<file path="src/rtl/nvsr_pkg.sv">
// What this block does
// - every mode command opens with five reads of the fixed prefix addresses, in order.
// - no other access may fall between the six sequence reads.
// - write strobe stays high through all six sequence reads.
// - with nothing pending, the first access of each command waits until the requester releases the line.
// - after changing the automatic save setting a save must follow.
package nvsr_pkg;
  // avalon word indices of the controller registers
  localparam logic [2:0]  REG_CTRL   = 3'h0;
  localparam logic [2:0]  REG_ADDR   = 3'h1;
  localparam logic [2:0]  REG_WDATA  = 3'h2;
  localparam logic [2:0]  REG_RDATA  = 3'h3;
  localparam logic [2:0]  REG_STATUS = 3'h4;
  // ctrl command field
  localparam int          CMD_LSB    = 0;
  localparam int          CMD_W      = 3;
  // status bit positions
  localparam int          ST_BUSY    = 0;
  localparam int          ST_LINE_LO = 1;
  localparam int          ST_PEND    = 2;
  localparam int          ST_AUTO    = 3;
  localparam logic        AUTO_RST   = 1'b1;
  localparam logic [16:0] ADDR_RST   = 17'h00000;
  localparam logic [15:0] DATA_RST   = 16'h0000;
  typedef enum logic [2:0] {
    NVSR_CMD_READ    = 3'h0,
    NVSR_CMD_WRITE   = 3'h1,
    NVSR_CMD_SAVE    = 3'h2,
    NVSR_CMD_RESTORE = 3'h3,
    NVSR_CMD_AUTOOFF = 3'h4,
    NVSR_CMD_AUTOON  = 3'h5,
    NVSR_CMD_HWSAVE  = 3'h6,
    NVSR_CMD_NONE    = 3'h7
  } nvsr_cmd_t;
  // sequence addresses
  localparam logic [16:0] SEQ_A0     = 17'h04e38;
  localparam logic [16:0] SEQ_A1     = 17'h0b1c7;
  localparam logic [16:0] SEQ_A2     = 17'h083e0;
  localparam logic [16:0] SEQ_A3     = 17'h07c1f;
  localparam logic [16:0] SEQ_A4     = 17'h0703f;
  localparam logic [16:0] SEQ_SAVE   = 17'h08fc0;
  localparam logic [16:0] SEQ_REST   = 17'h04c63;
  localparam logic [16:0] SEQ_AOFF   = 17'h08b45;
  localparam logic [16:0] SEQ_AON    = 17'h04b46;
  localparam logic [2:0]  SEQ_LAST   = 3'h5;
  // timing
  localparam int          CLK_NS     = 10;
  localparam int          ACCESS_NS  = 45;
  localparam int          ACCESS_CYC = (ACCESS_NS + CLK_NS - 1) / CLK_NS;
  localparam int          SETTLE_NS  = 200;
  localparam int          SETTLE_CYC = (SETTLE_NS + CLK_NS - 1) / CLK_NS;
  localparam int          PULL_NS    = 1000;
  localparam int          PULL_CYC   = (PULL_NS + CLK_NS - 1) / CLK_NS;
endpackage

</file>
<file path="src/rtl/nvsr_cyc_if.sv">
`timescale 1ns/1ps
`default_nettype none
interface nvsr_cyc_if;
  logic        req;
  logic        wr;
  logic [16:0] addr;
  logic [15:0] wdata;
  logic        done;
  logic [15:0] rdata;
  modport ctrl (output req, output wr, output addr, output wdata, input done, input rdata);
  modport eng  (input req, input wr, input addr, input wdata, output done, output rdata);
endinterface
`default_nettype wire

</file>
<file path="src/rtl/nvsr_sram_cycle.sv">
`timescale 1ns/1ps
`default_nettype none
// one select-controlled sram access, held for a fixed count of cycles
module nvsr_sram_cycle #(
  parameter int ACC_CYC = nvsr_pkg::ACCESS_CYC
) (
  input  wire logic        clk,
  input  wire logic        nrst,
  nvsr_cyc_if.eng          cyc,
  output logic [16:0]      sram_addr,
  output logic [15:0]      dq_out,
  output logic             dq_oe_n,
  input  wire logic [15:0] dq_in,
  output logic             chip_select_n,
  output logic             output_strobe_n,
  output logic             write_strobe_n,
  output logic             upper_byte_select_n,
  output logic             lower_byte_select_n
);
  logic        active_ff;
  logic        wr_ff;
  logic        done_ff;
  logic [7:0]  cnt_ff;
  logic [15:0] rdata_ff;
  logic [16:0] addr_ff;
  logic [15:0] wdata_ff;
  wire         start = cyc.req & ~active_ff & ~done_ff;
  wire         last  = active_ff & (cnt_ff == 8'(ACC_CYC - 1));

  always_ff @(posedge clk or negedge nrst) begin
    if (!nrst) begin
      active_ff <= 1'b0;
      wr_ff     <= 1'b0;
      done_ff   <= 1'b0;
      cnt_ff    <= 8'h00;
      rdata_ff  <= nvsr_pkg::DATA_RST;
      addr_ff   <= nvsr_pkg::ADDR_RST;
      wdata_ff  <= nvsr_pkg::DATA_RST;
    end else begin
      done_ff <= last;
      if (start) begin
        active_ff <= 1'b1;
        wr_ff     <= cyc.wr;
        addr_ff   <= cyc.addr;
        wdata_ff  <= cyc.wdata;
        cnt_ff    <= 8'h00;
      end else if (last) begin
        active_ff <= 1'b0;
        wr_ff     <= 1'b0;
        if (!wr_ff)
          rdata_ff <= dq_in;
      end else if (active_ff) begin
        cnt_ff <= cnt_ff + 8'h01;
      end
    end
  end

  assign cyc.done            = done_ff;
  assign cyc.rdata           = rdata_ff;
  assign sram_addr           = addr_ff;
  assign dq_out              = wdata_ff;
  assign dq_oe_n             = ~wr_ff;
  assign chip_select_n       = ~active_ff;
  assign output_strobe_n     = ~(active_ff & ~wr_ff);
  assign write_strobe_n      = ~wr_ff;
  assign upper_byte_select_n = ~active_ff;
  assign lower_byte_select_n = ~active_ff;
endmodule
`default_nettype wire

</file>
<file path="src/rtl/nvsr_host_ctrl.sv">
`timescale 1ns/1ps
`default_nettype none
module nvsr_host_ctrl #(
  parameter int ACC_CYC    = nvsr_pkg::ACCESS_CYC,
  parameter int SETTLE_CYC = nvsr_pkg::SETTLE_CYC,
  parameter int PULL_CYC   = nvsr_pkg::PULL_CYC
) (
  input  wire logic        clk,
  input  wire logic        nrst,
  input  wire logic [2:0]  avs_address,
  input  wire logic        avs_read,
  input  wire logic        avs_write,
  input  wire logic [31:0] avs_writedata,
  output logic [31:0]      avs_readdata,
  output logic             avs_waitrequest,
  output logic [16:0]      sram_addr,
  output logic [15:0]      dq_out,
  output logic             dq_oe_n,
  input  wire logic [15:0] dq_in,
  output logic             chip_select_n,
  output logic             output_strobe_n,
  output logic             write_strobe_n,
  output logic             upper_byte_select_n,
  output logic             lower_byte_select_n,
  input  wire logic        save_busy_request_n_in,
  output logic             save_busy_request_n_out,
  output logic             save_busy_request_n_oe_n
);
  typedef enum logic [2:0] {
    NVSR_IDLE   = 3'b000,
    NVSR_LINE   = 3'b001,
    NVSR_ACC    = 3'b011,
    NVSR_SEQ    = 3'b010,
    NVSR_SETTLE = 3'b110,
    NVSR_DONE   = 3'b111,
    NVSR_PULL   = 3'b101,
    NVSR_RELSE  = 3'b100
  } nvsr_state_t;

  nvsr_cyc_if cyc ();

  nvsr_state_t state_ff;
  nvsr_state_t nxt_state;
  nvsr_pkg::nvsr_cmd_t cmd_ff;
  logic [2:0]  step_ff;
  logic [15:0] cnt_ff;
  logic        line_s1_ff;
  logic        line_s2_ff;
  logic        pull_ff;
  logic        follow_ff;
  logic        pend_ff;
  logic        auto_ff;
  logic        ack_ff;
  logic [31:0] rd_ff;
  logic [16:0] addr_ff;
  logic [15:0] wdata_ff;
  logic [15:0] rdata_ff;

  // device address for each step of a mode sequence
  function automatic logic [16:0] seq_addr(input logic [2:0] step, input nvsr_pkg::nvsr_cmd_t cmd);
    logic [16:0] a;
    a = nvsr_pkg::SEQ_A0;
    unique case (step)
      3'h0: a = nvsr_pkg::SEQ_A0;
      3'h1: a = nvsr_pkg::SEQ_A1;
      3'h2: a = nvsr_pkg::SEQ_A2;
      3'h3: a = nvsr_pkg::SEQ_A3;
      3'h4: a = nvsr_pkg::SEQ_A4;
      default: begin
        if (cmd == nvsr_pkg::NVSR_CMD_RESTORE)
          a = nvsr_pkg::SEQ_REST;
        else if (cmd == nvsr_pkg::NVSR_CMD_AUTOOFF)
          a = nvsr_pkg::SEQ_AOFF;
        else if (cmd == nvsr_pkg::NVSR_CMD_AUTOON)
          a = nvsr_pkg::SEQ_AON;
        else
          a = nvsr_pkg::SEQ_SAVE;
      end
    endcase
    return a;
  endfunction

  // avalon slave decode
  wire        bus_req   = avs_read | avs_write;
  wire        bus_take  = bus_req & ~ack_ff;
  wire        wr_take   = avs_write & ~ack_ff;
  wire        is_idle   = (state_ff == NVSR_IDLE);
  wire        line_high = line_s2_ff;
  wire [2:0]  wcmd      = avs_writedata[nvsr_pkg::CMD_LSB +: nvsr_pkg::CMD_W];
  wire        cmd_go    = wr_take & (avs_address == nvsr_pkg::REG_CTRL) & is_idle
                          & (wcmd != nvsr_pkg::NVSR_CMD_NONE);
  wire        is_seq    = (cmd_ff != nvsr_pkg::NVSR_CMD_READ) & (cmd_ff != nvsr_pkg::NVSR_CMD_WRITE)
                          & (cmd_ff != nvsr_pkg::NVSR_CMD_HWSAVE);
  wire        sets_auto = (cmd_ff == nvsr_pkg::NVSR_CMD_AUTOOFF) | (cmd_ff == nvsr_pkg::NVSR_CMD_AUTOON);
  wire        seq_end   = (state_ff == NVSR_SEQ) & cyc.done & (step_ff == nvsr_pkg::SEQ_LAST);
  wire        acc_wr    = (state_ff == NVSR_ACC) & (cmd_ff == nvsr_pkg::NVSR_CMD_WRITE);
  wire        cnt_zero  = (cnt_ff == 16'h0000);
  wire [31:0] status    = {28'h0000000, auto_ff, pend_ff, ~line_high, ~is_idle};

  wire [31:0] rd_mux =
    (avs_address == nvsr_pkg::REG_CTRL)   ? {29'h00000000, cmd_ff} :
    (avs_address == nvsr_pkg::REG_ADDR)   ? {15'h0000, addr_ff} :
    (avs_address == nvsr_pkg::REG_WDATA)  ? {16'h0000, wdata_ff} :
    (avs_address == nvsr_pkg::REG_RDATA)  ? {16'h0000, rdata_ff} :
    (avs_address == nvsr_pkg::REG_STATUS) ? status : 32'h00000000;

  // sequence reads go out back to back, never a write between them
  assign cyc.req   = (state_ff == NVSR_ACC) | (state_ff == NVSR_SEQ);
  assign cyc.wr    = acc_wr & line_high;
  assign cyc.addr  = (state_ff == NVSR_SEQ) ? seq_addr(step_ff, cmd_ff) : addr_ff;
  assign cyc.wdata = wdata_ff;

  always_comb begin
    nxt_state = state_ff;
    unique case (state_ff)
      NVSR_IDLE:
        if (cmd_go)
          nxt_state = (wcmd == nvsr_pkg::NVSR_CMD_HWSAVE) ? NVSR_PULL : NVSR_LINE;
      // every read, write and sequence command waits for the busy line high before its first access: power-up restore, saves, foreign requests
      NVSR_LINE:
        if (line_high)
          nxt_state = is_seq ? NVSR_SEQ : NVSR_ACC;
      NVSR_ACC:
        if (cyc.done)
          nxt_state = NVSR_IDLE;
      NVSR_SEQ:
        if (seq_end)
          nxt_state = sets_auto ? (follow_ff ? NVSR_LINE : NVSR_IDLE) : NVSR_SETTLE;
      NVSR_SETTLE:
        if (cnt_zero)
          nxt_state = NVSR_DONE;
      NVSR_DONE:
        if (line_high)
          nxt_state = NVSR_IDLE;
      NVSR_PULL:
        if (cnt_zero)
          nxt_state = NVSR_RELSE;
      NVSR_RELSE:
        if (cnt_zero)
          nxt_state = NVSR_DONE;
    endcase
  end

  always_ff @(posedge clk or negedge nrst) begin
    if (!nrst) begin
      line_s1_ff <= 1'b1;
      line_s2_ff <= 1'b1;
    end else begin
      line_s1_ff <= save_busy_request_n_in;
      line_s2_ff <= line_s1_ff;
    end
  end

  always_ff @(posedge clk or negedge nrst) begin
    if (!nrst)
      state_ff <= NVSR_IDLE;
    else
      state_ff <= nxt_state;
  end

  always_ff @(posedge clk or negedge nrst) begin
    if (!nrst) begin
      cmd_ff    <= nvsr_pkg::NVSR_CMD_NONE;
      follow_ff <= 1'b0;
    end else if (cmd_go) begin
      cmd_ff    <= nvsr_pkg::nvsr_cmd_t'(wcmd);
      follow_ff <= (wcmd == nvsr_pkg::NVSR_CMD_AUTOOFF) | (wcmd == nvsr_pkg::NVSR_CMD_AUTOON);
    end else if (seq_end & sets_auto & follow_ff) begin
      cmd_ff    <= nvsr_pkg::NVSR_CMD_SAVE;
      follow_ff <= 1'b0;
    end
  end

  always_ff @(posedge clk or negedge nrst) begin
    if (!nrst)
      step_ff <= 3'h0;
    else if (state_ff != NVSR_SEQ)
      step_ff <= 3'h0;
    else if (cyc.done)
      step_ff <= step_ff + 3'h1;
  end

  always_ff @(posedge clk or negedge nrst) begin
    if (!nrst)
      cnt_ff <= 16'h0000;
    else if (seq_end)
      cnt_ff <= 16'(SETTLE_CYC - 1);
    else if (cmd_go)
      cnt_ff <= 16'(PULL_CYC - 1);
    else if ((state_ff == NVSR_PULL) & cnt_zero)
      cnt_ff <= 16'(SETTLE_CYC - 1);
    else if (!cnt_zero)
      cnt_ff <= cnt_ff - 16'h0001;
  end

  // request line pulled low for the hold time, then left to the device
  always_ff @(posedge clk or negedge nrst) begin
    if (!nrst)
      pull_ff <= 1'b0;
    else
      pull_ff <= (nxt_state == NVSR_PULL);
  end

  // host copy of the device's pending-write and automatic-save state
  always_ff @(posedge clk or negedge nrst) begin
    if (!nrst) begin
      pend_ff <= 1'b0;
      auto_ff <= nvsr_pkg::AUTO_RST;
    end else begin
      if (acc_wr & cyc.done)
        pend_ff <= 1'b1;
      else if ((state_ff == NVSR_DONE) & line_high)
        pend_ff <= 1'b0;
      if (seq_end & (cmd_ff == nvsr_pkg::NVSR_CMD_AUTOOFF))
        auto_ff <= 1'b0;
      else if (seq_end & (cmd_ff == nvsr_pkg::NVSR_CMD_AUTOON))
        auto_ff <= 1'b1;
    end
  end

  always_ff @(posedge clk or negedge nrst) begin
    if (!nrst) begin
      addr_ff  <= nvsr_pkg::ADDR_RST;
      wdata_ff <= nvsr_pkg::DATA_RST;
    end else if (wr_take & is_idle) begin
      if (avs_address == nvsr_pkg::REG_ADDR)
        addr_ff <= avs_writedata[16:0];
      if (avs_address == nvsr_pkg::REG_WDATA)
        wdata_ff <= avs_writedata[15:0];
    end
  end

  always_ff @(posedge clk or negedge nrst) begin
    if (!nrst)
      rdata_ff <= nvsr_pkg::DATA_RST;
    else if ((state_ff == NVSR_ACC) & cyc.done & (cmd_ff == nvsr_pkg::NVSR_CMD_READ))
      rdata_ff <= cyc.rdata;
  end

  always_ff @(posedge clk or negedge nrst) begin
    if (!nrst) begin
      ack_ff <= 1'b0;
      rd_ff  <= 32'h00000000;
    end else begin
      ack_ff <= bus_take;
      if (avs_read & ~ack_ff)
        rd_ff <= rd_mux;
    end
  end

  assign avs_waitrequest          = bus_req & ~ack_ff;
  assign avs_readdata             = rd_ff;
  assign save_busy_request_n_out  = 1'b0;
  assign save_busy_request_n_oe_n = ~pull_ff;

  nvsr_sram_cycle #(
    .ACC_CYC (ACC_CYC)
  ) u_cycle (
    .clk                 (clk),
    .nrst                (nrst),
    .cyc                 (cyc.eng),
    .sram_addr           (sram_addr),
    .dq_out              (dq_out),
    .dq_oe_n             (dq_oe_n),
    .dq_in               (dq_in),
    .chip_select_n       (chip_select_n),
    .output_strobe_n     (output_strobe_n),
    .write_strobe_n      (write_strobe_n),
    .upper_byte_select_n (upper_byte_select_n),
    .lower_byte_select_n (lower_byte_select_n)
  );
endmodule
`default_nettype wire

</file>
<file path="config.mk">
export PLATFORM = sky130hd
export DESIGN_NAME = nvsr_host_ctrl
export DESIGN_NICKNAME = d
export VERILOG_FILES = /design/src/rtl/nvsr_pkg.sv /design/src/rtl/nvsr_cyc_if.sv /design/src/rtl/nvsr_sram_cycle.sv /design/src/rtl/nvsr_host_ctrl.sv
export SDC_FILE = /design/constraint.sdc
export NUM_CORES = 1
export LEC_CHECK = 0
export BUFFER_PORTS_ARGS = -buffer_cell sky130_fd_sc_hd__buf_2
export CAP_MARGIN = 20
export CORE_ASPECT_RATIO = 0.75
export CORE_MARGIN = 3
export CORE_UTILIZATION = 50
export DETAILED_ROUTE_END_ITERATION = 8
export GPL_TIMING_DRIVEN = 0
export PLACE_DENSITY_LB_ADDON = 0.25
export SYNTH_ARGS = -nofsm -noshare
export SYNTH_HDL_FRONTEND = slang
export SYNTH_HIERARCHICAL = 1
export SYNTH_SLANG_ARGS = --single-unit
</file>
<file path="constraint.sdc">
create_clock -name clk -period 3.6 [get_ports clk]
set_input_delay 0.18 -clock clk [delete_from_list [all_inputs] [get_ports clk]]
set_output_delay 0.18 -clock clk [all_outputs]
set_load 0.05 [all_outputs]
</file>
==> key figures, run 1 <==
Run status
  – Status: finished, final reports clean

Worst hold path
  – Worst hold path type: primary input to flip-flop

Critical path
  – Crit. End Element: flip-flop
  – Worst path required time: 3.91 ns
  – Critical Path Fanout Max: 10
  – CP startpoint kind: flip-flop
  – CP Data Arrival Time: 2.81 ns
  – CP Class: flip-flop to flip-flop

Synth
  – Async set-reset flop share out of synthesis: 100%
  – Netlist cell types: 71
  – Synth Cell Area: 0.00765 mm2
  – Top FF cell, synth: dfrtp_1
  – Number of synthesized flops with an enable pin: 0
  – Avg Inst Size Synth: 11.5 um2
  – Seq/Total Area, Yosys: 51.8%
  – Cell count after synthesis: 667
  – Synth Register Bits: 158
  – Synth Warn #: 6

Power
  – Clock power share: 26.1%
  – Logic pwr share: 35.2%
  – Sw frac: 38.0%
  – PD cells: 764 mW/mm2
  – Pleak: 4.51 nW
  – Internal Power: 0.00440 W
  – Net switching power: 0.00269 W
  – Worst vdd ir: 0.386 mV
  – Seq pwr share: 38.7%

Timing
  – Final worst-path cycle share: 69.4%
  – Final setup violation count: 0
  – RSZ-0062 raised after global routing: no
  – Fin. max-slew vios: 0
  – Final worst slack: 1.10 ns
  – Hold slack: 0.0142 ns
  – Worst-Margin Slew: 0.675 ns
  – Clock Skews: 0.00821 ns
  – Setup TNS: 0 ns
  – Fin. Hold Viols: 0
  – Relative slew slack: 54.6%
  – Tmin final: 2.50 ns
  – Max Clk Rate: 400 MHz

Route
  – DRT antenna net count: 0
  – DR vias: 5868
  – Count of TritonRoute iterations in the first routing pass: 5
  – DR vias/cell: 5.69
  – Routed WL per cell: 18.4 um
  – Final wirelength: 19000 um
  – Residual DRC: 0
  – Drt first-iter violations: 600

Clocking
  – Clk pin slew, worst setup/hold paths: 0.07 ns
  – Post-CTS setup buffer count: 0
  – Clock Root Buffer: clkbuf_16
  – Resize count post-CTS: 0
  – CTS tree: built
  – Bufs on Longest Clock Path: 2
  – CTS H-tree lvls: 4
  – Latest clock arrival within the worst-skew pair: 0.42 ns
  – Number of CTS-inserted buffers: 17
  – Clk sinks: 158

Die
  – Row count: 38
  – Chip Height: 113 um
  – Die Wd: 149 um
  – Core footprint: 0.0147 mm2
  – I/O pin count: 130
  – Die footprint: 0.0168 mm2
  – Initial Utilization: 51.9%

Place
  – Setup Slack @ Placement: 1.12 ns
  – Post-Place Cell Area: 0.00848 mm2
  – Dpl hpwl: 13800 um
  – Port bufs: 97
  – Placer Congestion: 0.895

GRT
  – First-pass GRT wire length: 30400 um
  – GR Util All Layers: 23.2%
  – Largest net degree at the start of global routing: 103
  – Initial antenna violation count: 0
  – Total global routing overflow: 0
  – Vias in the first global route: 5687

Layout
  – # diodes: 0
  – Fin area: 0.00929 mm2
  – Synth-to-Final Area Change: 21.4%
  – Nets: 883
  – Commonest non-fill, non-tap cells in the layout: dfrtp_1 (152), buf_2 (100), mux2_2 (94)
  – Fillers: 1190
  – Commonest non-fill, non-tap cell in the layout: dfrtp_1
  – Final Util: 63.0%
  – Layout cell share with drive strength beyond 1: 33.7%

Run
  – Max cap viols: 0
[stage by stage]
stage,instances,power (W)
floorplan,682,0.00453
detailed placement,980,0.00522
global route,1032,0.00749
global placement,979,0.00512
finish,1032,0.00709
CTS,1032,0.00712
[final cells by class]
| type | count | area (um2) | share of cell area (%) |
|---|---|---|---|
| multi-input cells | 458 | 3370 | 36.3 |
| inverters | 17 | 63.8 | 0.687 |
| clock buffers | 17 | 425 | 4.58 |
| repair buffers | 118 | 719 | 7.75 |
| well taps | 200 | 250 | 2.69 |
| plain buffers | 49 | 307 | 3.30 |
| flip-flops and latches | 158 | 3960 | 42.7 |
| clock inverters | 15 | 185 | 1.99 |
[power groups by stage]
stage / clock network [W] / registers (W) / logic, W
floorplan: 0 / 0.00301 / 0.00152
global placement: 0 / 0.00273 / 0.00239
detailed placement: 0 / 0.00276 / 0.00245
CTS: 0.00189 / 0.00274 / 0.00250
global route: 0.00197 / 0.00281 / 0.00271
finish: 0.00185 / 0.00275 / 0.00249
[metal layers]
| metal | vias to the layer above | global-route usage [%] | share of wire, % | wire length [um] |
|---|---|---|---|---|
| li1 | 2698 | - | - | - |
| met1 | 2892 | 34.1 | 46 | 8670 |
| met2 | 254 | 34.8 | 45 | 8640 |
| met3 | 24 | 5.24 | 7.6 | 1450 |
| met4 | 0 | 6.34 | 1.3 | 248 |
| met5 | - | 0 | 0 | 0 |
[critical path: stages, from the launching register on]
cell	delay [ns]
dfrtp_1	0.46
nor3_1	0.51
and2_1	0.27
nand3_1	0.34
clkbuf_1	0.42
mux2_2	0.37
[state kept, by name, indices dropped and copies added, names as in the netlist, 3 cells and up]
signal,flops
state_ff,3
u_cycle/cnt_ff,8
cyc.wdata,16
u_cycle/dq_out,16
cnt_ff,16
addr_ff,17
avs_readdata,17
step_ff,3
u_cycle/sram_addr,17
u_cycle/cyc.rdata,16
cmd_ff,3
rdata_ff,16
[what timing repair did]
item,CTS,global route
endpoints found under the setup margin,0,0
hold buffers,20,0
endpoints found under the hold margin,76,0
[final timing paths]
path	start	to	slack [ns]	depth (start not counted)
hold reg to reg	line_s1_ff	line_high	0.36	0
hold / removal	avs_writedata[16]	addr_ff[16]	0.01	2
min in group asynchronous	nrst	u_cycle/sram_addr[13]	0.29	2
setup reg to reg	state_ff[2]	cyc.wdata[12]	1.10	5
max in group asynchronous	nrst	cmd_ff[1]	2.44	3
setup / recovery	state_ff[2]	cyc.wdata[12]	1.10	5
[cells by family after synthesis]
| kind of cell | Yosys count | synth area share [%] |
|---|---|---|
| and+or+nand+nor | 182 | 13.0 |
| DFF | 158 | 51.8 |
| AOI/OAI and AO/OA | 129 | 10.8 |
| muxes | 120 | 17.9 |
| buffers and inverters | 66 | 4.84 |
| adders and majority gates | 8 | 1.31 |
| xor gates and xnor gates | 3 | 0.344 |
| other | 1 | 0.0490 |
[cell usage after synthesis, drive strengths merged, types with 4 or more instances]
library cell	number	area, um2
nand4	6	37.5
a22oi	7	52.6
dfrtp	152	3800
nor3	7	35.0
dfstp	6	158
a22o	4	35.0
mux2	104	1210
nor4	6	37.5
o22ai	5	31.3
nand3	11	55.1
a211oi	7	52.6
o21ai	36	180
o22a	4	35.0
ha	8	100
mux2i	16	160
buf	29	231
nor2	45	169
nand2	44	165
or4	7	60.1
inv	16	60.1
clkbuf	20	75.1
nand2b	5	31.3
o211ai	6	45.0
nor2b	9	56.3
a21oi	34	170
and2	7	43.8
nand3b	4	30.0
or3	8	51.3
Note: power is estimated with default switching activity, not from simulation.
==> run 2: changes to the inputs <==
==> constraint.sdc (replaced) <==
create_clock -name clk -period 2.5 [get_ports clk]
set_input_delay 0.125 -clock clk [delete_from_list [all_inputs] [get_ports clk]]
set_output_delay 0.125 -clock clk [all_outputs]
set_load 0.05 [all_outputs]
==> run 2 against run 1 <==
Against the previous run:
- fmax increased by 5.0%
- clock power rose by 44%
- largest cell class unchanged
- sequential share of layout area shrank 0.80 points
- via count is 1.6% higher
- final area increased by 1.9%
- worst hold slack better by 0.0041 ns
- cell count rose by 1.6%
- largest power group unchanged
==> key figures, run 2 (synthesis results as in run 1) <==
Timing
  – Relative slew slack: 50.7%
  – Clock Skews: 0.00977 ns
  – Fin. max-slew vios: 0
  – RSZ-0062 raised after global routing: no
  – Fin. Hold Viols: 0
  – Final worst-path cycle share: 95.2%
  – Max Clk Rate: 420 MHz
  – Worst-Margin Slew: 0.732 ns
  – Final setup violation count: 0
  – Tmin final: 2.38 ns

Critical path
  – CP Class: flip-flop to flip-flop
  – R2r setup slk: 0.12 ns
  – Critical path destination: follow_ff
  – Reg-to-reg critical path endpoint: follow_ff
  – CP startpoint kind: flip-flop
  – Worst path required time: 2.81 ns
  – Crit. End Element: flip-flop
  – Worst r2r path cells: 5
  – Reg2reg start: state_ff[2]
  – Crit path launch: state_ff[2]
  – CP Data Arrival Time: 2.69 ns
  – Critical Path Fanout Max: 10

Layout
  – Synth-to-Final Area Change: 23.7%
  – Area occupied by multi-input gates: 0.00338 mm2
  – Nets: 900
  – Fillers: 1177
  – Commonest non-fill, non-tap cell in the layout: dfrtp_1
  – # diodes: 0
  – Commonest non-fill, non-tap cells in the layout: dfrtp_1 (152), buf_2 (100), mux2_2 (94)
  – Fin area: 0.00946 mm2
  – Layout cell share with drive strength beyond 1: 33.6%
  – Register area: 0.00396 mm2

Route
  – Count of TritonRoute iterations in the first routing pass: 6
  – Routed WL per cell: 18.4 um
  – Final wirelength: 19300 um
  – DR vias: 5961
  – Residual DRC: 0
  – DRT antenna net count: 0
  – Drt first-iter violations: 634
  – DR vias/cell: 5.68

Place
  – Placer Congestion: 0.895
  – Post-Place Cell Area: 0.00848 mm2
  – Port bufs: 97
  – Dpl hpwl: 13800 um

Power
  – Pleak: 4.59 nW
  – PD cells: 1080 mW/mm2
  – Pwr Total: 0.0103 W
  – Worst vdd ir: 0.568 mV

GRT
  – Largest net degree at the start of global routing: 103
  – Total global routing overflow: 0
  – GR Util All Layers: 23.5%
  – Initial antenna violation count: 0
  – First-pass GRT wire length: 30800 um
  – Vias in the first global route: 5797

Die
  – Row count: 38
  – Die footprint: 0.0168 mm2
  – I/O pin count: 130
  – Die Wd: 149 um
  – Chip Height: 113 um
  – Core footprint: 0.0147 mm2
  – Initial Utilization: 51.9%

Clocking
  – Clk pin slew, worst setup/hold paths: 0.06 ns
  – Latest clock arrival within the worst-skew pair: 0.43 ns
  – Clock Root Buffer: clkbuf_16
  – CTS H-tree lvls: 4
  – Bufs on Longest Clock Path: 2
  – Clk sinks: 158
  – Number of CTS-inserted buffers: 17
  – CTS tree: built

Worst hold path
  – Hold path start: avs_writedata[0]
  – Worst hold path type: primary input to flip-flop

Run status
  – Status: finished, final reports clean

Run
  – Max cap viols: 0
run 2: cell count changes in the layout (fill, tap and decap cells not counted):
cell and change:
buf_4 +2, nor3b_2 +1, clkbuf_1 -1, nor3b_1 -1
nor3_1 -1, clkbuf_2 +1, dlygate4sd3_1 +15, nor3_2 +1
run 2: final cells by class:
type / count / area share, %
Sequential cell: 158 / 41.9
Multi-Input combinational cell: 458 / 35.8
Timing Repair Buffer: 135 / 9.35
Clock buffer: 17 / 4.50
Buffer: 49 / 3.25
Tap cell: 200 / 2.64
Clock inverter: 15 / 1.96
Inverter: 17 / 0.674
run 2: repair_timing:
action                     in CTS  in global routing
setup buffers                   0                  2
setup endpoints to repair      10                 19
hold buffers                   35                  0
hold endpoints to repair      102                  0
gates resized for setup         1                  3
run 2: worst max-delay path, cell delays in order (launching register included):
cell	delay, ns
dfrtp_1	0.47
or3b_2	0.50
clkbuf_1	0.24
nor2_1	0.43
a31oi_1	0.31
a22o_1	0.31
run 2: where the power goes:
group          switching, W  total, W  internal [W]
Sequential         0.000662   0.00396       0.00330
Combinational       0.00215   0.00362       0.00147
Clock               0.00109   0.00267       0.00158
Total               0.00390    0.0103       0.00635
run 2: worst min path at each step:
stage / cells past startpoint / slack [ns] / end
6_report: 2 / 0.02 / addr_ff[0]
5_1_grt: 2 / 0.02 / cmd_ff[0]
4_1_cts: 2 / 0.00004 / cmd_ff[0]
3_5_place_dp: 1 / 0.12 / cnt_ff[11]
3_3_place_gp: 1 / 0.23 / line_s1_ff
2_1_floorplan: 0 / -0.17 / ack_ff
run 2: stage by stage:
step | cells | utilization [%] | hold slack (ns) | setup WS (ns) | setup TNS (ns)
after floorplan | 682 | - | -0.171 | 0.474 | 0
after global placement | 979 | 57.3 | 0.234 | -0.989 | -148.23
after detailed placement | 980 | 57.5 | 0.119 | 0.0166 | 0
after CTS | 1047 | 64.1 | 0.0000424 | 0.117 | 0
after global routing | 1049 | 64.2 | 0.0229 | 0.0229 | 0
final | 1049 | 64.2 | 0.0183 | 0.120 | 0
run 2: routing by layer:
| metal | part of all wire [%] | track usage (%) |
|---|---|---|
| met1 | 45 | 34.4 |
| met5 | 0 | 0 |
| met2 | 46 | 35.4 |
| met3 | 7.8 | 5.24 |
| met4 | 1.4 | 7.01 |
==> run 3: changes to the inputs <==
--- a/config.mk
+++ b/config.mk
@@ -8,12 +8,10 @@
 export BUFFER_PORTS_ARGS = -buffer_cell sky130_fd_sc_hd__buf_2
 export CAP_MARGIN = 20
 export CORE_ASPECT_RATIO = 0.75
-export CORE_MARGIN = 3
 export CORE_UTILIZATION = 50
 export DETAILED_ROUTE_END_ITERATION = 8
 export GPL_TIMING_DRIVEN = 0
 export PLACE_DENSITY_LB_ADDON = 0.25
 export SYNTH_ARGS = -nofsm -noshare
 export SYNTH_HDL_FRONTEND = slang
-export SYNTH_HIERARCHICAL = 1
 export SYNTH_SLANG_ARGS = --single-unit
==> constraint.sdc (replaced) <==
create_clock -name clk -period 3 [get_ports clk]
set_input_delay 0.15 -clock clk [delete_from_list [all_inputs] [get_ports clk]]
set_output_delay 0.15 -clock clk [all_outputs]
set_load 0.05 [all_outputs]
==> run 3 against run 2 <==
Against the previous run:
- worst setup slack better by 0.27 ns
- critical path depth rose by 1
- total power shrank 8.4%
- wire length is 1.8% lower
- largest power group unchanged
- non-clock buffer count stayed put
- worst hold slack improved by 0.019 ns
- critical endpoint is now u_cycle.wr_ff
- cell count grew 0.48%
- utilization rose by 1.2 points
==> key figures, run 3 <==
Run status
  – Status: finished, final reports clean

Timing
  – Max Clk Rate: 383 MHz
  – Worst-Margin Slew: 0.815 ns
  – Relative slew slack: 45.7%
  – RSZ-0062 raised after global routing: no
  – Setup TNS: 0 ns
  – Fin. Hold Viols: 0
  – Clock Skews: 0.00760 ns
  – Final worst-path cycle share: 87.1%
  – Tmin final: 2.61 ns
  – Fin. max-slew vios: 0
  – Final setup violation count: 0

GRT
  – Initial antenna violation count: 0
  – Vias in the first global route: 5953
  – Total global routing overflow: 0
  – Largest net degree at the start of global routing: 102
  – GR Util All Layers: 26.8%
  – First-pass GRT wire length: 30700 um

Worst hold path
  – Worst hold path type: primary input to flip-flop

Layout
  – Layout cell share with drive strength beyond 1: 29.7%
  – # diodes: 0
  – Nets: 910
  – Synth-to-Final Area Change: 25.1%
  – Fillers: 1095
  – Final Util: 65.4%
  – Commonest non-fill, non-tap cell in the layout: dfrtp_1
  – Post-Layout Cell Count: 1054
  – Commonest non-fill, non-tap cells in the layout: dfrtp_1 (152), nand2_1 (106), buf_2 (100)

Clocking
  – Clock Root Buffer: clkbuf_16
  – Bufs on Longest Clock Path: 2
  – Latest clock arrival within the worst-skew pair: 0.44 ns
  – Post-CTS setup buffer count: 0
  – Clk pin slew, worst setup/hold paths: 0.06 ns
  – CTS H-tree lvls: 4
  – Number of CTS-inserted buffers: 17
  – CTS tree: built
  – Clk sinks: 158

Route
  – Count of TritonRoute iterations in the first routing pass: 5
  – Residual DRC: 0
  – DR vias: 5887
  – DRT antenna net count: 0
  – Final wirelength: 19000 um
  – DR vias/cell: 5.59
  – Drt first-iter violations: 516
  – Routed WL per cell: 18.0 um

Synth
  – Seq/Total Area, Yosys: 54.1%
  – Yosys top cell by area: dfrtp_1
  – Synth Area in Simple Gates: 14.8%
  – Synth Warn #: 0
  – Mux cell area share after synthesis: 13.1%
  – Synth top cells by count: dfrtp_1 (152), nand2_1 (106), mux2_2 (79), nor2_1 (45), o21ai_0 (40)
  – Synth Register Bits: 158
  – Avg Inst Size Synth: 10.8 um2
  – Ranking of synthesized cells by area: dfrtp_1 (52%), mux2_2 (12%), nand2_1 (5.4%)
  – Post-synthesis adder-cell area fraction: 1.37%
  – Async set-reset flop share out of synthesis: 100%
  – Count leader, synth: dfrtp_1
  – Largest family of logic cells by synthesized area: simple AND/OR/NAND/NOR gates
  – Number of synthesized flops with an enable pin: 0
  – Synth Cell Area: 0.00733 mm2
  – XOR/XNOR share of the synthesized area: 1.20%
  – Cell count after synthesis: 679
  – Compound-Gate Fraction of Synth Area: 10.6%
  – Top FF cell, synth: dfrtp_1
  – Netlist cell types: 63
  – Post-synth top area share: 51.9%

Die
  – Initial Utilization: 52.2%
  – Die Wd: 142 um
  – Chip Height: 107 um
  – Core footprint: 0.0140 mm2
  – Die footprint: 0.0151 mm2
  – Row count: 37
  – I/O pin count: 130

Critical path
  – Reg2reg start: state_ff[2]
  – Crit. End Element: flip-flop
  – CP startpoint kind: flip-flop
  – Crit path launch: state_ff[2]
  – Reg-to-reg critical path endpoint: u_cycle.wr_ff
  – Critical path destination: u_cycle.wr_ff
  – Critical Path Fanout Max: 10
  – R2r setup slk: 0.39 ns
  – CP Data Arrival Time: 2.95 ns
  – Worst r2r path cells: 6
  – CP Class: flip-flop to flip-flop
  – Worst path required time: 3.33 ns

Place
  – # placed instances: 989
  – Dpl hpwl: 13300 um
  – Placer Congestion: 0.901
  – Port bufs: 98

Run
  – Max cap viols: 0

Power
  – Pwr Total: 0.00939 W
  – Worst vdd ir: 0.609 mV
  – PD cells: 1020 mW/mm2
  – Pleak: 4.37 nW
run 3: cell count changes after synthesis, sizes merged, moves of 7 or more:
cell and change:
nand2 +62, mux2 -25, mux2i -9, a21oi -8, a22oi +8, or3 +8
or4 -7
run 3: kinds of logic (layout without fill, tap and decap cells):
family                     Yosys count  after routing
buffers and inverters               68            233
adders and majority gates            8              8
muxes                               86             86
and+or+nand+nor                    227            227
other                                1             16
DFF                                158            158
AOI/OAI and AO/OA                  121            121
xor gates and xnor gates            10             10
run 3: critical path, stage by stage, from the launching register on:
cell and delay (ns):
dfrtp_1 0.42, buf_2 0.20, nor4b_1 0.63, clkdlybuf4s15_2 0.35, clkbuf_1 0.57, nand3_1 0.23
o31ai_1 0.12
run 3: area by class of cell:
type	count	area (um2)	area share, %
sequential	158	3960	43.2
multi-input combinational	468	3070	33.5
timing repair buffer	133	866	9.44
clock buffer	20	467	5.09
buffer	51	289	3.15
tap	195	244	2.66
clock inverter	12	205	2.24
inverter	17	63.8	0.696
run 3: timing repair:
item / in CTS / in global routing
resized for setup: 0 / 1
hold buffers: 33 / 0
endpoints found under the setup margin: 0 / 10
hold endpoints to repair: 102 / 0
run 3: worst min-delay path by stage:
stage                                      start                 end  cells past startpoint
final                                  avs_write              ack_ff                      3
after global routing                   avs_write              ack_ff                      3
after CTS                              avs_write              ack_ff                      3
after detailed placement                    nrst  u_cycle.dq_out[13]                      1
after global placement    save_busy_request_n_in          line_s1_ff                      1
after floorplan                             nrst              ack_ff                      0
run 3: routing by layer:
layer | vias to the layer above | GRT usage, % | wire length (um)
li1 | 2673 | - | -
met1 | 2912 | 37.1 | 8590
met2 | 272 | 42.6 | 8700
met3 | 30 | 4.91 | 1340
met4 | 0 | 8.91 | 347
met5 | - | 0 | 0
run 3: report_power, final:
part	total (W)	switching (W)	leakage, nW	internal [W]
Combinational	0.00345	0.00227	2.03	0.00117
Clock	0.00244	0.000885	0.329	0.00155
Sequential	0.00351	0.000605	2.02	0.00290
Total	0.00939	0.00376	4.37	0.00563
run 3: stage by stage:
stage | cell area (um2) | setup WS (ns) | hold slack [ns]
after floorplan | 7380 | 0.674 | -0.146
after detailed placement | 8160 | 0.192 | 0.153
after global placement | 8120 | -0.434 | 0.264
final | 9170 | 0.386 | 0.0369
after CTS | 9170 | 0.179 | 0.0170
after global routing | 9170 | 0.256 | 0.0566
